`config.mk`:
```
export PLATFORM = sky130hd
export DESIGN_NAME = sio_mapper
export DESIGN_NICKNAME = d
export VERILOG_FILES = /design/src/core/sio_pkg.sv /design/src/core/sio_mapper.sv
export SDC_FILE = /design/constraint.sdc
export NUM_CORES = 1
export LEC_CHECK = 0
export ABC_CLOCK_PERIOD_IN_PS = 7400
export BUFFER_PORTS_ARGS = -buffer_cell sky130_fd_sc_hd__buf_2
export CAP_MARGIN = 20
export CORE_UTILIZATION = 53
export CTS_BUF_LIST = sky130_fd_sc_hd__clkbuf_2 sky130_fd_sc_hd__clkbuf_4 sky130_fd_sc_hd__clkbuf_8
export DETAILED_ROUTE_END_ITERATION = 7
export GPL_TIMING_DRIVEN = 1
export PLACE_DENSITY = 0.8
export SYNTH_ARGS = -nofsm -noshare
export SYNTH_HDL_FRONTEND = slang
export SYNTH_SLANG_ARGS = --single-unit
```
`constraint.sdc`:
```
create_clock -name clk -period 7.4 [get_ports clk]
set_clock_uncertainty 0.1 [all_clocks]
set_input_delay 1.48 -clock clk [delete_from_list [all_inputs] [get_ports clk]]
set_output_delay 1.48 -clock clk [all_outputs]
set_load 0.02 [all_outputs]
```
`src/core/sio_pkg.sv`:
```
// constants for the servo digital i/o function mapper
// assumes one 250 MHz control clock and a 32-bit plain register port
package sio_pkg;
  // register byte offsets
  localparam logic [4:0] SIO_OFS_CTRL = 5'h00;
  localparam logic [4:0] SIO_OFS_FUNC = 5'h04;
  localparam logic [4:0] SIO_OFS_THR = 5'h08;
  localparam logic [4:0] SIO_OFS_RIPPLE = 5'h0C;
  localparam logic [4:0] SIO_OFS_TACH = 5'h10;
  localparam logic [4:0] SIO_OFS_STAT = 5'h14;
  localparam logic [4:0] SIO_OFS_MASK = 5'h18;
  localparam logic [4:0] SIO_OFS_INFO = 5'h1C;
  // ctrl fields: gp levels [5:0], fast pair bit 8, tach select bit 9
  localparam int SIO_CTRL_FAST_BIT = 8;
  localparam int SIO_CTRL_TACH_BIT = 9;
  // status bits
  localparam int SIO_ST_ALARM = 0;
  localparam int SIO_ST_CONFLICT = 1;
  localparam int SIO_ST_STEP_FAST = 2;
  localparam int SIO_ST_HS_FAST = 3;
  localparam int SIO_ST_W = 4;
  // reset values
  localparam logic [31:0] SIO_CTRL_RST = 32'h0000_0000;
  localparam logic [5:0] SIO_FUNC_RST = 6'h00;
  localparam logic [31:0] SIO_THR_RST = 32'h0010_0010;
  localparam logic [15:0] SIO_RIPPLE_RST = 16'h0008;
  localparam logic [15:0] SIO_TACH_RST = 16'h0001;
  localparam logic [3:0] SIO_MASK_RST = 4'h0;
  // control modes
  localparam logic [1:0] SIO_MODE_POS = 2'h0;
  localparam logic [1:0] SIO_MODE_VEL = 2'h1;
  localparam logic [1:0] SIO_MODE_TRQ = 2'h2;
  localparam logic [1:0] SIO_MODE_CSPD = 2'h3;
  // timing
  localparam int SIO_CLK_NS = 4;
  localparam int SIO_STEP_MAX_KHZ = 500;
  localparam int SIO_HS_MAX_KHZ = 2000;
  localparam int SIO_STEP_MIN_NS = 1000000 / SIO_STEP_MAX_KHZ;
  localparam int SIO_HS_MIN_NS = 1000000 / SIO_HS_MAX_KHZ;
  localparam logic [9:0] SIO_STEP_MIN_CYC =
    10'((SIO_STEP_MIN_NS + SIO_CLK_NS - 1) / SIO_CLK_NS);
  localparam logic [9:0] SIO_HS_MIN_CYC =
    10'((SIO_HS_MIN_NS + SIO_CLK_NS - 1) / SIO_CLK_NS);
endpackage : sio_pkg

```
`src/core/sio_mapper.sv`:
```
// servo digital i/o function mapper: pulse inputs, discrete input
// functions, six programmable status outputs, tach out, interrupt
// assumes drive status inputs on clk; pins are asynchronous
//
// Summary of operation
// [RULE1] six outputs, function or general purpose each
// [RULE2] each channel has its own function select
// [RULE3] channel two drives brake when selected
// [RULE4] moving asserts when dynamic error below threshold
// [RULE5] velocity reached: speed equal, ripple in range
// [RULE6] ready only when controllable and no alarm
// [RULE7] in position: target reached, error below threshold
// [RULE8] channel six emits tach pulses, configurable rate
// [RULE9] two pulse pairs: step/dir and fast
// [RULE10] host uses only one pulse pair
// [RULE11] step/dir pair accepts up to 500 kHz
// [RULE12] fast pair accepts up to 2 MHz
// [RULE13] ninth input selects encoder resolution, all modes
// [RULE14] inhibit input drops pulses in position mode
// [RULE15] inputs ten to twelve give speed code
// [RULE16] input three enables servo, four clears alarm
// [RULE17] mode-specific outputs low in other modes
//
// Decided for this implementation: the strobed register port and the register addresses.
`timescale 1ns/1ps
module sio_mapper
  import sio_pkg::*;
#(
  parameter int ERR_W = 16
)
(
  // clock, reset, enable
  input wire logic clk,
  input wire logic rst,
  input wire logic ce,
  // register port
  input wire logic [4:0] reg_addr,
  input wire logic [31:0] reg_wdata,
  input wire logic reg_we,
  input wire logic reg_re,
  output logic [31:0] reg_rdata,
  // pulse pins
  input wire logic step_line,
  input wire logic dir_line,
  input wire logic fast_pulse_line,
  input wire logic fast_sign_line,
  // discrete input pins
  input wire logic in_servo_enable,
  input wire logic in_alarm_clear,
  input wire logic in_resolution_select,
  input wire logic in_pulse_inhibit,
  input wire logic in_speed_sel2,
  input wire logic in_speed_sel3,
  // drive status
  input wire logic [1:0] ctrl_mode,
  input wire logic drive_able,
  input wire logic alarm_event,
  input wire logic brake_engage,
  input wire logic torque_reached,
  input wire logic target_reached,
  input wire logic [ERR_W-1:0] pos_error,
  input wire logic [ERR_W-1:0] dyn_error,
  input wire logic [ERR_W-1:0] speed_meas,
  input wire logic [ERR_W-1:0] speed_target,
  input wire logic [ERR_W-1:0] speed_ripple,
  input wire logic enc_tick,
  // command results
  output logic cmd_pulse,
  output logic cmd_dir,
  output logic servo_on,
  output logic resolution_alt,
  output logic [2:0] speed_code,
  // status output channels
  output logic out_ch_alarm,
  output logic out_ch_brake,
  output logic out_ch_torque_reached,
  output logic out_ch_motion_velocity,
  output logic out_ch_ready,
  output logic out_ch_inpos_tach,
  // interrupt
  output logic irq
);

////////////////////////////////////////////////////////////////////////
  logic [9:0] pin_a;
  logic [9:0] pin_m_q;
  logic [9:0] pin_s_q;
  logic [9:0] pin_p_q;

  assign pin_a = {in_speed_sel3, in_speed_sel2, in_pulse_inhibit,
                  in_resolution_select, in_alarm_clear, in_servo_enable,
                  fast_sign_line, fast_pulse_line, dir_line, step_line};

  // two-stage synchroniser per pin, plus a history stage for edges
  for (genvar i = 0; i < 10; i++)
  begin : g_sync
    always_ff @(posedge clk or posedge rst)
    begin
      if (rst)
      begin
        pin_m_q[i] <= 1'b0;
        pin_s_q[i] <= 1'b0;
        pin_p_q[i] <= 1'b0;
      end
      else if (ce)
      begin
        pin_m_q[i] <= pin_a[i];
        pin_s_q[i] <= pin_m_q[i];
        pin_p_q[i] <= pin_s_q[i];
      end
    end
  end

////////////////////////////////////////////////////////////////////////
  logic [31:0] ctrl_q;
  logic [5:0] func_q;
  logic [31:0] thr_q;
  logic [15:0] ripple_q;
  logic [15:0] tach_q;
  logic [SIO_ST_W-1:0] stat_q;
  logic [SIO_ST_W-1:0] mask_q;
  logic [SIO_ST_W-1:0] ev;
  logic [5:0] out_q;
  logic alarm_q;
  logic fast_sel;

  assign fast_sel = ctrl_q[SIO_CTRL_FAST_BIT];

  // software-written configuration
  always_ff @(posedge clk or posedge rst)
  begin
    if (rst)
    begin
      ctrl_q <= SIO_CTRL_RST;
      func_q <= SIO_FUNC_RST;
      thr_q <= SIO_THR_RST;
      ripple_q <= SIO_RIPPLE_RST;
      tach_q <= SIO_TACH_RST;
      mask_q <= SIO_MASK_RST;
    end
    else if (ce && reg_we)
    begin
      case (reg_addr)
        SIO_OFS_CTRL: ctrl_q <= reg_wdata;
        SIO_OFS_FUNC: func_q <= reg_wdata[5:0]; // [RULE2]
        SIO_OFS_THR: thr_q <= reg_wdata;
        SIO_OFS_RIPPLE: ripple_q <= reg_wdata[15:0];
        SIO_OFS_TACH: tach_q <= reg_wdata[15:0];
        SIO_OFS_MASK: mask_q <= reg_wdata[SIO_ST_W-1:0];
        default: ;
      endcase
    end
  end

  // sticky status: a new event wins over a write-one clear
  always_ff @(posedge clk or posedge rst)
  begin
    if (rst)
      stat_q <= '0;
    else if (ce)
    begin
      if (reg_we && reg_addr == SIO_OFS_STAT)
        stat_q <= (stat_q & ~reg_wdata[SIO_ST_W-1:0]) | ev;
      else
        stat_q <= stat_q | ev;
    end
  end

  // read data valid the cycle after the strobe only
  always_ff @(posedge clk or posedge rst)
  begin
    if (rst)
      reg_rdata <= '0;
    else if (ce)
    begin
      reg_rdata <= '0;
      if (reg_re)
        case (reg_addr)
          SIO_OFS_CTRL: reg_rdata <= ctrl_q;
          SIO_OFS_FUNC: reg_rdata <= {26'h0, func_q};
          SIO_OFS_THR: reg_rdata <= thr_q;
          SIO_OFS_RIPPLE: reg_rdata <= {16'h0, ripple_q};
          SIO_OFS_TACH: reg_rdata <= {16'h0, tach_q};
          SIO_OFS_STAT: reg_rdata <= {28'h0, stat_q};
          SIO_OFS_MASK: reg_rdata <= {28'h0, mask_q};
          SIO_OFS_INFO: reg_rdata <= {22'h0, alarm_q, servo_on, 2'h0,
                                      out_q};
          default: reg_rdata <= '0;
        endcase
    end
  end

  // level interrupt from unmasked sticky bits
  always_ff @(posedge clk or posedge rst)
  begin
    if (rst)
      irq <= 1'b0;
    else if (ce)
      irq <= |(stat_q & mask_q);
  end

////////////////////////////////////////////////////////////////////////
  logic step_rise;
  logic hs_rise;
  logic clr_rise;
  logic [9:0] step_gap_q;
  logic [9:0] hs_gap_q;
  logic pos_mode;

  assign pos_mode = ctrl_mode == SIO_MODE_POS;
  assign step_rise = pin_s_q[0] & ~pin_p_q[0];
  assign hs_rise = pin_s_q[2] & ~pin_p_q[2];
  assign clr_rise = pin_s_q[5] & ~pin_p_q[5];
  // pulse on the idle pair means the host drove both
  assign ev[SIO_ST_CONFLICT] = fast_sel ? step_rise : hs_rise; // [RULE10]
  assign ev[SIO_ST_STEP_FAST] = step_rise &&
    step_gap_q < SIO_STEP_MIN_CYC; // [RULE11]
  assign ev[SIO_ST_HS_FAST] = hs_rise &&
    hs_gap_q < SIO_HS_MIN_CYC; // [RULE12]
  assign ev[SIO_ST_ALARM] = alarm_event;

  // saturating gaps since the last edge of each pair
  always_ff @(posedge clk or posedge rst)
  begin
    if (rst)
    begin
      step_gap_q <= '1;
      hs_gap_q <= '1;
    end
    else if (ce)
    begin
      step_gap_q <= step_rise ? 10'h000 :
        step_gap_q + {9'h000, step_gap_q != 10'h3FF};
      hs_gap_q <= hs_rise ? 10'h000 :
        hs_gap_q + {9'h000, hs_gap_q != 10'h3FF};
    end
  end

  // command pulse from the selected pair only
  always_ff @(posedge clk or posedge rst)
  begin
    if (rst)
    begin
      cmd_pulse <= 1'b0;
      cmd_dir <= 1'b0;
    end
    else if (ce)
    begin
      cmd_pulse <= pos_mode && !pin_s_q[7] && // [RULE14]
        (fast_sel ? hs_rise : step_rise); // [RULE9]
      cmd_dir <= fast_sel ? pin_s_q[3] : pin_s_q[1];
    end
  end

  // discrete input functions
  always_ff @(posedge clk or posedge rst)
  begin
    if (rst)
    begin
      servo_on <= 1'b0;
      resolution_alt <= 1'b0;
      speed_code <= 3'h0;
    end
    else if (ce)
    begin
      servo_on <= pin_s_q[4]; // [RULE16]
      resolution_alt <= pin_s_q[6]; // [RULE13]
      // code held at zero outside changed-speed mode
      speed_code <= (ctrl_mode == SIO_MODE_CSPD) ?
        pin_s_q[9:7] : 3'h0; // [RULE15]
    end
  end

  // latched alarm; a new fault beats a clear in the same cycle
  always_ff @(posedge clk or posedge rst)
  begin
    if (rst)
      alarm_q <= 1'b0;
    else if (ce)
    begin
      if (alarm_event)
        alarm_q <= 1'b1;
      else if (clr_rise)
        alarm_q <= 1'b0; // [RULE16]
    end
  end

////////////////////////////////////////////////////////////////////////
  logic [15:0] tach_cnt_q;
  logic tach_q_out;
  logic [5:0] fn;
  logic vel_mode;

  assign vel_mode = ctrl_mode == SIO_MODE_VEL ||
    ctrl_mode == SIO_MODE_TRQ;

  // divide encoder ticks; toggling halves the rate but keeps duty even
  always_ff @(posedge clk or posedge rst)
  begin
    if (rst)
    begin
      tach_cnt_q <= 16'h0000;
      tach_q_out <= 1'b0;
    end
    else if (ce && enc_tick)
    begin
      if (tach_cnt_q + 16'h0001 >= tach_q)
      begin
        tach_cnt_q <= 16'h0000;
        tach_q_out <= ~tach_q_out; // [RULE8]
      end
      else
        tach_cnt_q <= tach_cnt_q + 16'h0001;
    end
  end

  // per-channel function value
  always_comb
  begin
    fn[0] = alarm_q;
    fn[1] = brake_engage; // [RULE3]
    fn[2] = torque_reached;
    fn[3] = pos_mode ? dyn_error < thr_q[31:16] : // [RULE4]
      vel_mode && speed_meas == speed_target &&
      speed_ripple <= ripple_q; // [RULE5] [RULE17]
    fn[4] = drive_able && !alarm_q; // [RULE6]
    // tach when the ctrl tach bit is set, else in-position
    fn[5] = ctrl_q[SIO_CTRL_TACH_BIT] ? tach_q_out :
      pos_mode && target_reached &&
      pos_error < thr_q[15:0]; // [RULE7] [RULE17]
  end

  // each channel: its function or the general purpose level
  for (genvar c = 0; c < 6; c++)
  begin : g_out
    always_ff @(posedge clk or posedge rst)
    begin
      if (rst)
        out_q[c] <= 1'b0;
      else if (ce)
        out_q[c] <= func_q[c] ? fn[c] : ctrl_q[c]; // [RULE1]
    end
  end

  assign out_ch_alarm = out_q[0];
  assign out_ch_brake = out_q[1];
  assign out_ch_torque_reached = out_q[2];
  assign out_ch_motion_velocity = out_q[3];
  assign out_ch_ready = out_q[4];
  assign out_ch_inpos_tach = out_q[5];
endmodule : sio_mapper

```
# Word-level counts from Yosys, hierarchy flattened
# Index checks and enable logic that the tools add are counted.
# classes
bitwise_logic,12
order_cmp,6
n_reduce_logical,27
eq_ne,13
n_addsub,3
mux,20
# ops
operator,count
$pmux 32 s8,1
$lt 16x16->1,2
$mux 32,1
$add 10x1->10,2
$eq 5x5->1 const B,4
$mux 10,2
$ne 10x10->1 const B,2
$add 16x1->16 const B,1
$eq 16x16->1,1
$ge 16x16->1,1
$le 16x16->1,1
$mux 16,1
$reduce_and 2->1,8
$mux 1,13
$logic_and 1x1->1,12
$eq 5x4->1 const B,2
$lt 10x7->1 const B,1
$lt 10x9->1 const B,1
$and 4x4->4,2
$or 4x4->4,2
$eq 5x3->1 const B,1
$logic_not 5->1,1
$eq 2x2->1 const B,2
$mux 4,1
10 further kinds,16
# word_totals
out_inout_bits,46
ff_bits,217

# Longest topological paths before layout
# Gate-level depths: netlist of the first run.
# depth
ltp_word,6
ltp_mapped,15

# Worst setup path before layout of the first run
# Ideal clock, no wire load.
# synth_path
kind,input to register
from,in speed_ripple[5]
to,"reg out_q[3], in the netlist out_ch_motion_velocity"
cell_stages,8
setup_time_ps,82
path_slack_ps,4367
arrival_ps,2851
cell_sequence,ha_1 -> a21o_1 -> a21oi_1 -> nor2b_1 -> o31ai_1 -> a21oi_1 -> o311a_1 -> o22ai_1
# synth_between
elab_chain_len,4
# synth_lines
element,line,source
"start, declared",sio_mapper.sv:65,"input wire logic [ERR_W-1:0] speed_ripple,"
$le 16x16->1 (not written as such),sio_mapper.sv:325,speed_ripple <= ripple_q;
$logic_and 1x1->1,sio_mapper.sv:324,vel_mode && speed_meas == speed_target &&
$mux 1,sio_mapper.sv:323,fn[3] = pos_mode ? dyn_error < thr_q[31:16] :
$mux 1,sio_mapper.sv:341,out_q[c] <= func_q[c] ? fn[c] : ctrl_q[c];
"end signal, assigned by index",sio_mapper.sv:341,
"end, declared",sio_mapper.sv:123,logic [5:0] out_q;
# No other way between the ends.
# A chain may end at the register's enable or synchronous reset.

# Worst setup path after layout of the first run
# layout_path
from,reg tach_cnt_q[0]
to,reg tach_cnt_q[0]
# layout_between
elab_chain_len,3
# layout_lines
element,line,source
"start, declared",sio_mapper.sv:289,logic [15:0] tach_cnt_q;
"start signal, assigned",sio_mapper.sv:313,tach_cnt_q <= tach_cnt_q + 16'h0001;
$add 16x1->16 (*),"sio_mapper.sv:307, sio_mapper.sv:313",
$ge 16x16->1,sio_mapper.sv:307,if (tach_cnt_q + 16'h0001 >= tach_q)
$mux 16 (*),sio_mapper.sv:307,
# Mark *: on every way between the ends. The rest lies on a longest branch, timed or not.

==> key figures, run 1 <==
Outcome
  • Status: complete, no violations

Synth
  • Mapped Area: 0.0113 mm^2
  • Post-synth top area cell: dfrtp_1
  • Sequential fraction of the synthesis area: 0.484
  • Synth warnings: 0
  • FF+latch count, synth: 217
  • Synth top area share: 0.428
  • Ys flop type: dfrtp_1
  • Synth Instances: 1,066
  • Net Count, Synth: around 1,300
  • Top post-synthesis cells by count: dfrtp_1, inv_1, nand2_1
  • Syn_area_per_cell: 10.6 um^2
  • Post-synth EDFFs: 0
  • Yosys cell types: 56
  • Async set-reset flop share out of synthesis: 1.00
  • Top-count cell post-synth: dfrtp_1
  • Main area contributors after synthesis: dfrtp_1, ha_1, dfstp_2

CTS
  • Worst skew pair latency: 540 ps
  • Resize count post-CTS: 0
  • CTS root buffer: clkbuf_8
  • Clock buffer depth: 3
  • Buffer count from post-CTS setup fixing: 0
  • CTS Sinks: 217
  • Cts bufs inserted: 39
  • CTS tree: built
  • Clock slew at reported path FFs: 60 ps
  • Hold_buf cts: 0
  • H-tree levels: 2

Global route
  • Global routing's busiest layer: met2
  • Largest net degree at the start of global routing: roughly 190
  • Gr usage total: 0.267
  • Number of global-route vias before repair: 9,064
  • Overflow after GRT: 0
  • GRT met1 Usage: 0.353
  • Initial antenna violation count: 9
  • First-pass GRT wire length: 45,700 um
  • Met3 Use GR: 0.0645
  • Met2 global-route usage: 0.423

Setup path
  • R2r worst-path depth: 12
  • CP dominant cell by count: nor2_1
  • Crit Path Category: reg -> reg
  • Max incr delay on CP: between 800 and 900 ps
  • Startpoint Class: flop
  • Arrival time at the worst endpoint: ~4400 ps
  • Worst path cell trace: nand3_1 > nor2_1 > nand3_1 > nor2_1 > xor2_1 > ha_1 > a221oi_1 > o21ai_0 > nor2_1 > a31oi_2 > nor2_1 > mux2_2
  • Worst r2r dst: tach_cnt_q[0]
  • Crit-path max FO: 17
  • Slowest-stage cell, CP: nor2_1
  • R2r startpoint: tach_cnt_q[0]
  • Worst Setup End Kind: flop
  • FF-to-FF setup slack: around 3300 ps
  • Crit path required time: between 7000 and 8000 ps

Drt
  • Wire per inst: 18.1 um
  • Vias per inst: between 5 and 6
  • DRC: 0
  • ANT nets after route: 0
  • DRT iter0 DRCs: 598
  • Drt total wl: 28,300 um
  • Drt pass-1 iters: 5
  • Via count: 8,876

Finish
  • Share of cells above drive strength 1: 0.300
  • # fillers: 1,689
  • Fin area: about 0.013 mm^2
  • Post-layout util: 0.634
  • Synthesis-to-layout area growth: 17.7%
  • Area of the multi-input gates: around 0.0052 mm^2
  • Fin nets: between 1,000 and 1,500
  • Storage cell area: around 0.0055 mm^2

Power
  • PnR Total Power: 3.26 mW
  • Leak pwr: 6.48 nW
  • PwrDens: 246 mW/mm^2
  • Worst VDD drop: 0.000211 V

Worst hold path
  • HP Start: pin_m_q[8]
  • Hold Crit Depth: 1
  • Hold path endpoint: pin_s_q[8]
  • Hold Crit Class: reg -> reg

Timing
  • Fmax achieved: roughly 250 MHz
  • Crit share post-route: 0.551
  • Worst setup margin: 3320 ps
  • Relative slew slack: 0.298
  • Fin. Hold Viols: 0
  • RSZ-0062 raised after global routing: no
  • Worst-Margin Slew: 1050 ps
  • Sum Neg Setup Slack: 0 ps
  • Final setup vio count: 0
  • Final min period: 4080 ps
  • Final count of pins violating max slew: 0

Die
  • FP Rows: 53
  • Io pins: 186
  • Chip width: roughly 150 um
  • Core Region: 0.0210 mm^2
  • Die height: 148 um
  • Die area: ~0.022 mm^2
  • Starting density of the core: 0.539

Placement
  • Routability cong.: 0.870
  • Setup WS pre-CTS: 3310 ps
  • HPWL after detailed placement: 20,100 um
  • IO Port Bufs: 185
  • Dpl cell area: 0.0124 mm^2

Flow run
  • Max_cap viols: 0
==> worst max-delay path: cells and delay by family, from the launching register on <==
kind	cells	cell delay, ps
AOI/OAI and AO/OA	3	730
DFF	1	430
adders and majority gates	1	280
muxes	1	310
and+or+nand+nor	6	1980
xor gates and xnor gates	1	180
==> area by class of cell <==
class                   instances  area share
clock buffers                  61      0.0589
inverters                     114      0.0325
diodes                          6     0.00113
clock inverters                 9     0.00584
flip-flops and latches        217       0.411
repair buffers                193      0.0753
multi-input cells             691       0.389
well taps                     275      0.0259
==> power breakdown <==
part	internal, mW	switching, mW	leakage, nW
combinational	0.260	0.314	3.36
clock	0.711	0.498	0.462
sequential	1.35	0.125	2.66
total	2.33	0.937	6.48
==> per-layer routing <==
layer | wire length, um | share of wire
met3 | 2520 | 0.089
met4 | 800 | 0.028
met5 | 35 | 0.0012
met1 | 11900 | 0.42
met2 | 13000 | 0.46
==> stage by stage <==
step	std cells	hold WS (ps)
after detailed placement	1490	390
final	1566	399
after floorplan	1066	346
after global routing	1563	412
after global placement	1490	377
after CTS	1560	402
==> state kept, by name, indices dropped and copies added (netlist names), 6 cells and up <==
signal      cells
func_q          6
ctrl_q         32
step_gap_q     10
ripple_q       16
tach_cnt_q     16
pin_m_q        10
hs_gap_q       10
pin_s_q        10
thr_q          32
tach_q         16
reg_rdata      32
==> cells by family (layout without fill, tap and decap cells) <==
| logic type | Yosys count | in the layout | synth area share |
|---|---|---|---|
| adders and majority gates | 69 | 69 | 0.0765 |
| muxes | 91 | 91 | 0.100 |
| xor gates and xnor gates | 44 | 44 | 0.0341 |
| AOI/OAI and AO/OA | 251 | 251 | 0.146 |
| buffers and inverters | 158 | 377 | 0.0579 |
| DFF | 217 | 217 | 0.484 |
| and+or+nand+nor | 236 | 236 | 0.101 |
| other | 0 | 6 | 0 |
==> placed cells by master, fill, tap and decap left out, drive strengths merged, types with 10 or more instances in the layout <==
master,count
a221oi,15
dfrtp,193
o21ai,82
xnor2,16
mux2,86
nand2,93
and3,21
nor2,47
dfstp,24
ha,69
nand4,16
a22oi,28
a22o,29
inv,115
a21o,10
o22ai,36
nor3,11
xor2,28
nand3,19
clkbuf,61
a21oi,25
buf,193
==> how the worst max path moves through the flow <==
stage,start,to,slack (ps)
floorplan,rst,alarm_q,3010
global placement,ce,tach_cnt_q[0],3390
detailed placement,ce,tach_cnt_q[0],3310
CTS,tach_cnt_q[0],tach_cnt_q[0],3380
global route,tach_cnt_q[2],tach_cnt_q[0],2980
finish,tach_cnt_q[0],tach_cnt_q[0],3320
Power figures use the tool's default switching activity.
==> run 2, diff against run 1 <==
- ABC_AREA: default -> 1
- ABC_CLOCK_PERIOD_IN_PS: 7400 -> 3400
- clock period: 7.4 -> 3.4 ns (I/O delays scaled with it)
==> run 2 against run 1 <==
First-iteration DRC count increased by 26%. Hold slack got worse by 150 ps. Sequential cell count unchanged. Global-route usage increased by 0.60 points. Clock power increased by 110%. Critical path type unchanged. Critical endpoint is now tach_q_out.
==> key figures, run 2 <==
Flow run
  • Max_cap viols: 0 (unchanged)

Die
  • Die height: 148 um (+0.27%)
  • Starting density of the core: 0.540 (+0.00122)
  • Io pins: 186 (unchanged)
  • FP Rows: 53 (unchanged)
  • Core Region: 0.0210 mm^2 (+0.32%)
  • Die area: 0.0220 mm^2 (+0.54%)
  • Chip width: 148 um (+0.27%)

CTS
  • CTS Sinks: 217 (unchanged)
  • Buffer count from post-CTS setup fixing: 0 (unchanged)
  • Clock buffer depth: 3 (unchanged)
  • Hold_buf cts: 0 (unchanged)
  • CTS root buffer: clkbuf_8
  • H-tree levels: 2 (unchanged)
  • Resize count post-CTS: 0 (unchanged)
  • Worst skew pair latency: 540 ps (about the same)
  • Clock slew at reported path FFs: 70 ps (about the same)
  • CTS tree: built
  • Cts bufs inserted: 36 (-7.7%)

Global route
  • Overflow after GRT: 0 (unchanged)
  • Largest net degree at the start of global routing: 166 (-12%)
  • Gr usage total: 0.273 (+0.00604)
  • Number of global-route vias before repair: 9,602 (+5.9%)
  • First-pass GRT wire length: 47,300 um (+3.4%)
  • Initial antenna violation count: 3 (-6)

Power
  • P_int: 4.87 mW (+110%)
  • Worst VDD drop: 0.000288 V (+36%)
  • Clock Power Share: 0.359 (-0.012)
  • Sequential share of power: 0.447 (-0.006)
  • Sw Share: 0.307 (+0.0194)
  • PwrDens: 527 mW/mm^2 (+110%)
  • Logic pwr share: 0.195 (+0.019)
  • Leak pwr: 6.74 nW (+4.0%)
  • NetSw: 2.15 mW (+130%)

Setup path
  • Crit path required time: 3710 ps (-4040 ps)
  • Startpoint Class: flop
  • Worst Setup End Kind: flop
  • Arrival time at the worst endpoint: 3400 ps (-1030 ps)
  • Crit Path Category: reg -> reg
  • Crit-path max FO: 17 (unchanged)

Drt
  • Highest routing layer actually used: met5
  • DRC: 0 (unchanged)
  • Via count: 10,000 (+13%)
  • Drt pass-1 iters: 5 (unchanged)
  • Wire per inst: 15.5 um (-14%)
  • Drt total wl: 29,100 um (+2.7%)
  • WL met3: 2260 um (-10%)
  • ANT nets after route: 0 (unchanged)
  • Vias per inst: 5.34 (-5.9%)
  • DRT iter0 DRCs: 756 (+26%)
  • Met1 Wirelength: 12,800 um (+6.7%)
  • Met2 wire length: 13,200 um (+1.6%)

Synth
  • Synth Area in Compound Gates: 0.159 (+0.0130)
  • Post-synthesis adder-cell area fraction: 0.0761 (-0.000413)
  • Yosys cell types: 43 (-23%)
  • Main area contributors after synthesis: dfrtp_1, nand2_1, ha_1
  • Post-synth top area cell: dfrtp_1
  • Multiplexer share of the synthesized area: 0 (-0.100)
  • Post-synth EDFFs: 0 (unchanged)
  • Top post-synthesis cells by count: nand2_1, inv_1, dfrtp_1
  • Top-count cell post-synth: nand2_1
  • Post-Synth XOR/XNOR Area: 0.0139 (-0.0203)
  • Ys flop type: dfrtp_1
  • Async set-reset flop share out of synthesis: 1.00 (unchanged)
  • Synth warnings: 0 (unchanged)
  • FF+latch count, synth: 217 (unchanged)
  • Simple-Gate Fraction of Synth Area: 0.182 (+0.0809)
  • Largest family of logic cells by synthesized area: simple AND/OR/NAND/NOR gates
  • Syn_area_per_cell: 8.21 um^2 (-22%)
  • Synth Instances: 1,382 (+30%)
  • Sequential fraction of the synthesis area: 0.481 (-0.00261)
  • Mapped Area: 0.0113 mm^2 (+0.54%)
  • Net Count, Synth: 1,591 (+25%)
  • Synth top area share: 0.426 (-0.00231)

Finish
  • Most frequent cells in the layout: nand2_1, inv_1, dfrtp_1
  • Synthesis-to-layout area growth: 17.3%
  • Share of cells above drive strength 1: 0.198 (-0.102)
  • Fin nets: 1,781 (+22%)
  • Commonest non-fill, non-tap cell in the layout: nand2_1
  • Cell Count, Final, Fillers Out: 1,875 (+20%)
  • Biggest regs: ctrl_q x32, reg_rdata x32, thr_q x32

Timing
  • Final min period: 3100 ps (-984 ps)
  • Crit share post-route: 0.910 (+0.359)
  • RSZ-0062 raised after global routing: no
  • Relative slew slack: 0.370 (+0.0721)
  • Fmax achieved: 323 MHz (+32%)
  • Worst hold slack: 253 ps (-145 ps)
  • Worst-Margin Slew: 943 ps (-110 ps)
  • Final count of pins violating max slew: 0 (unchanged)
  • Final setup vio count: 0 (unchanged)
  • Fin. Hold Viols: 0 (unchanged)

Worst hold path
  • Hold Crit Class: in -> reg

Outcome
  • Status: complete, no violations

Placement
  • IO Port Bufs: 185 (unchanged)
  • Routability cong.: 0.873 (+0.24%)
  • HPWL after detailed placement: 20,700 um (+3.0%)
  • Post-Place Cells: 1,809 (+21%)
run 2: logic make-up after synthesis:
kind of cell | after synthesis
adders and majority gates | 69
AOI/OAI and AO/OA | 329
buffers and inverters | 252
xor gates and xnor gates | 18
and+or+nand+nor | 497
DFF | 217
run 2: final timing paths:
path                       depth (start not counted)        startpoint            end  slack [ps]
max                                               17     tach_cnt_q[0]     tach_q_out         300
min                                                3  in_pulse_inhibit     pin_m_q[7]         250
max reg2reg                                       17     tach_cnt_q[0]     tach_q_out         300
min reg2reg                                        2        pin_p_q[5]     pin_p_q[5]         370
max in group asynchronous                          3               rst            irq        2260
min in group asynchronous                          3               rst  reg_rdata[27]         290
run 2: stage by stage:
stage / area [um^2] / utilization / setup WS (ps) / TNS, ps / power, mW
after global placement: 12500 / 0.595 / 429 / 0 / 4.47
after CTS: 13300 / 0.633 / 331 / 0 / 7.05
final: 13300 / 0.633 / 305 / 0 / 7.02
after floorplan: 11400 / - / -187 / -36000 / 4.10
after global routing: 13300 / 0.633 / 38.4 / 0 / 7.42
after detailed placement: 12500 / 0.595 / 341 / 0 / 4.53
run 2: area by class of cell:
cell class	instances	area [um^2]
Fill cell	1809	7700
Sequential cell	217	5460
Multi-Input combinational cell	913	4900
Timing Repair Buffer	197	1030
Clock buffer	62	785
Inverter	207	781
Tap cell	275	344
Clock inverter	3	20.0
Antenna cell	1	2.50
run 2: power groups by stage:
stage                     sequential [mW]  combinational [mW]  clock, mW
after floorplan                      3.15               0.949          0
after global placement               3.16                1.30          0
after detailed placement             3.17                1.35          0
after CTS                            3.13                1.37       2.56
after global routing                 3.18                1.57       2.67
final                                3.14                1.37       2.52
run 2: metal layers:
metal / track usage / vias to the layer above
met1: 0.373 / 4693
li1: - / 4883
met2: 0.426 / 351
met3: 0.0613 / 73
met5: 0 / -
met4: 0.101 / 4
run 2: critical path, stage by stage, from the launching register on:
cell and delay [ps]:
dfrtp_1 430, ha_1 250, nand3_2 80, inv_1 70, nand2_1 60, nor2_1 50
nor3b_2 150, or2_2 290, and2_1 160, ha_1 270, nand2_1 60, inv_1 50
nand3_1 80, nor3_1 210, nand3_1 120, nand3_2 300, nand2_1 110, xnor2_1 150
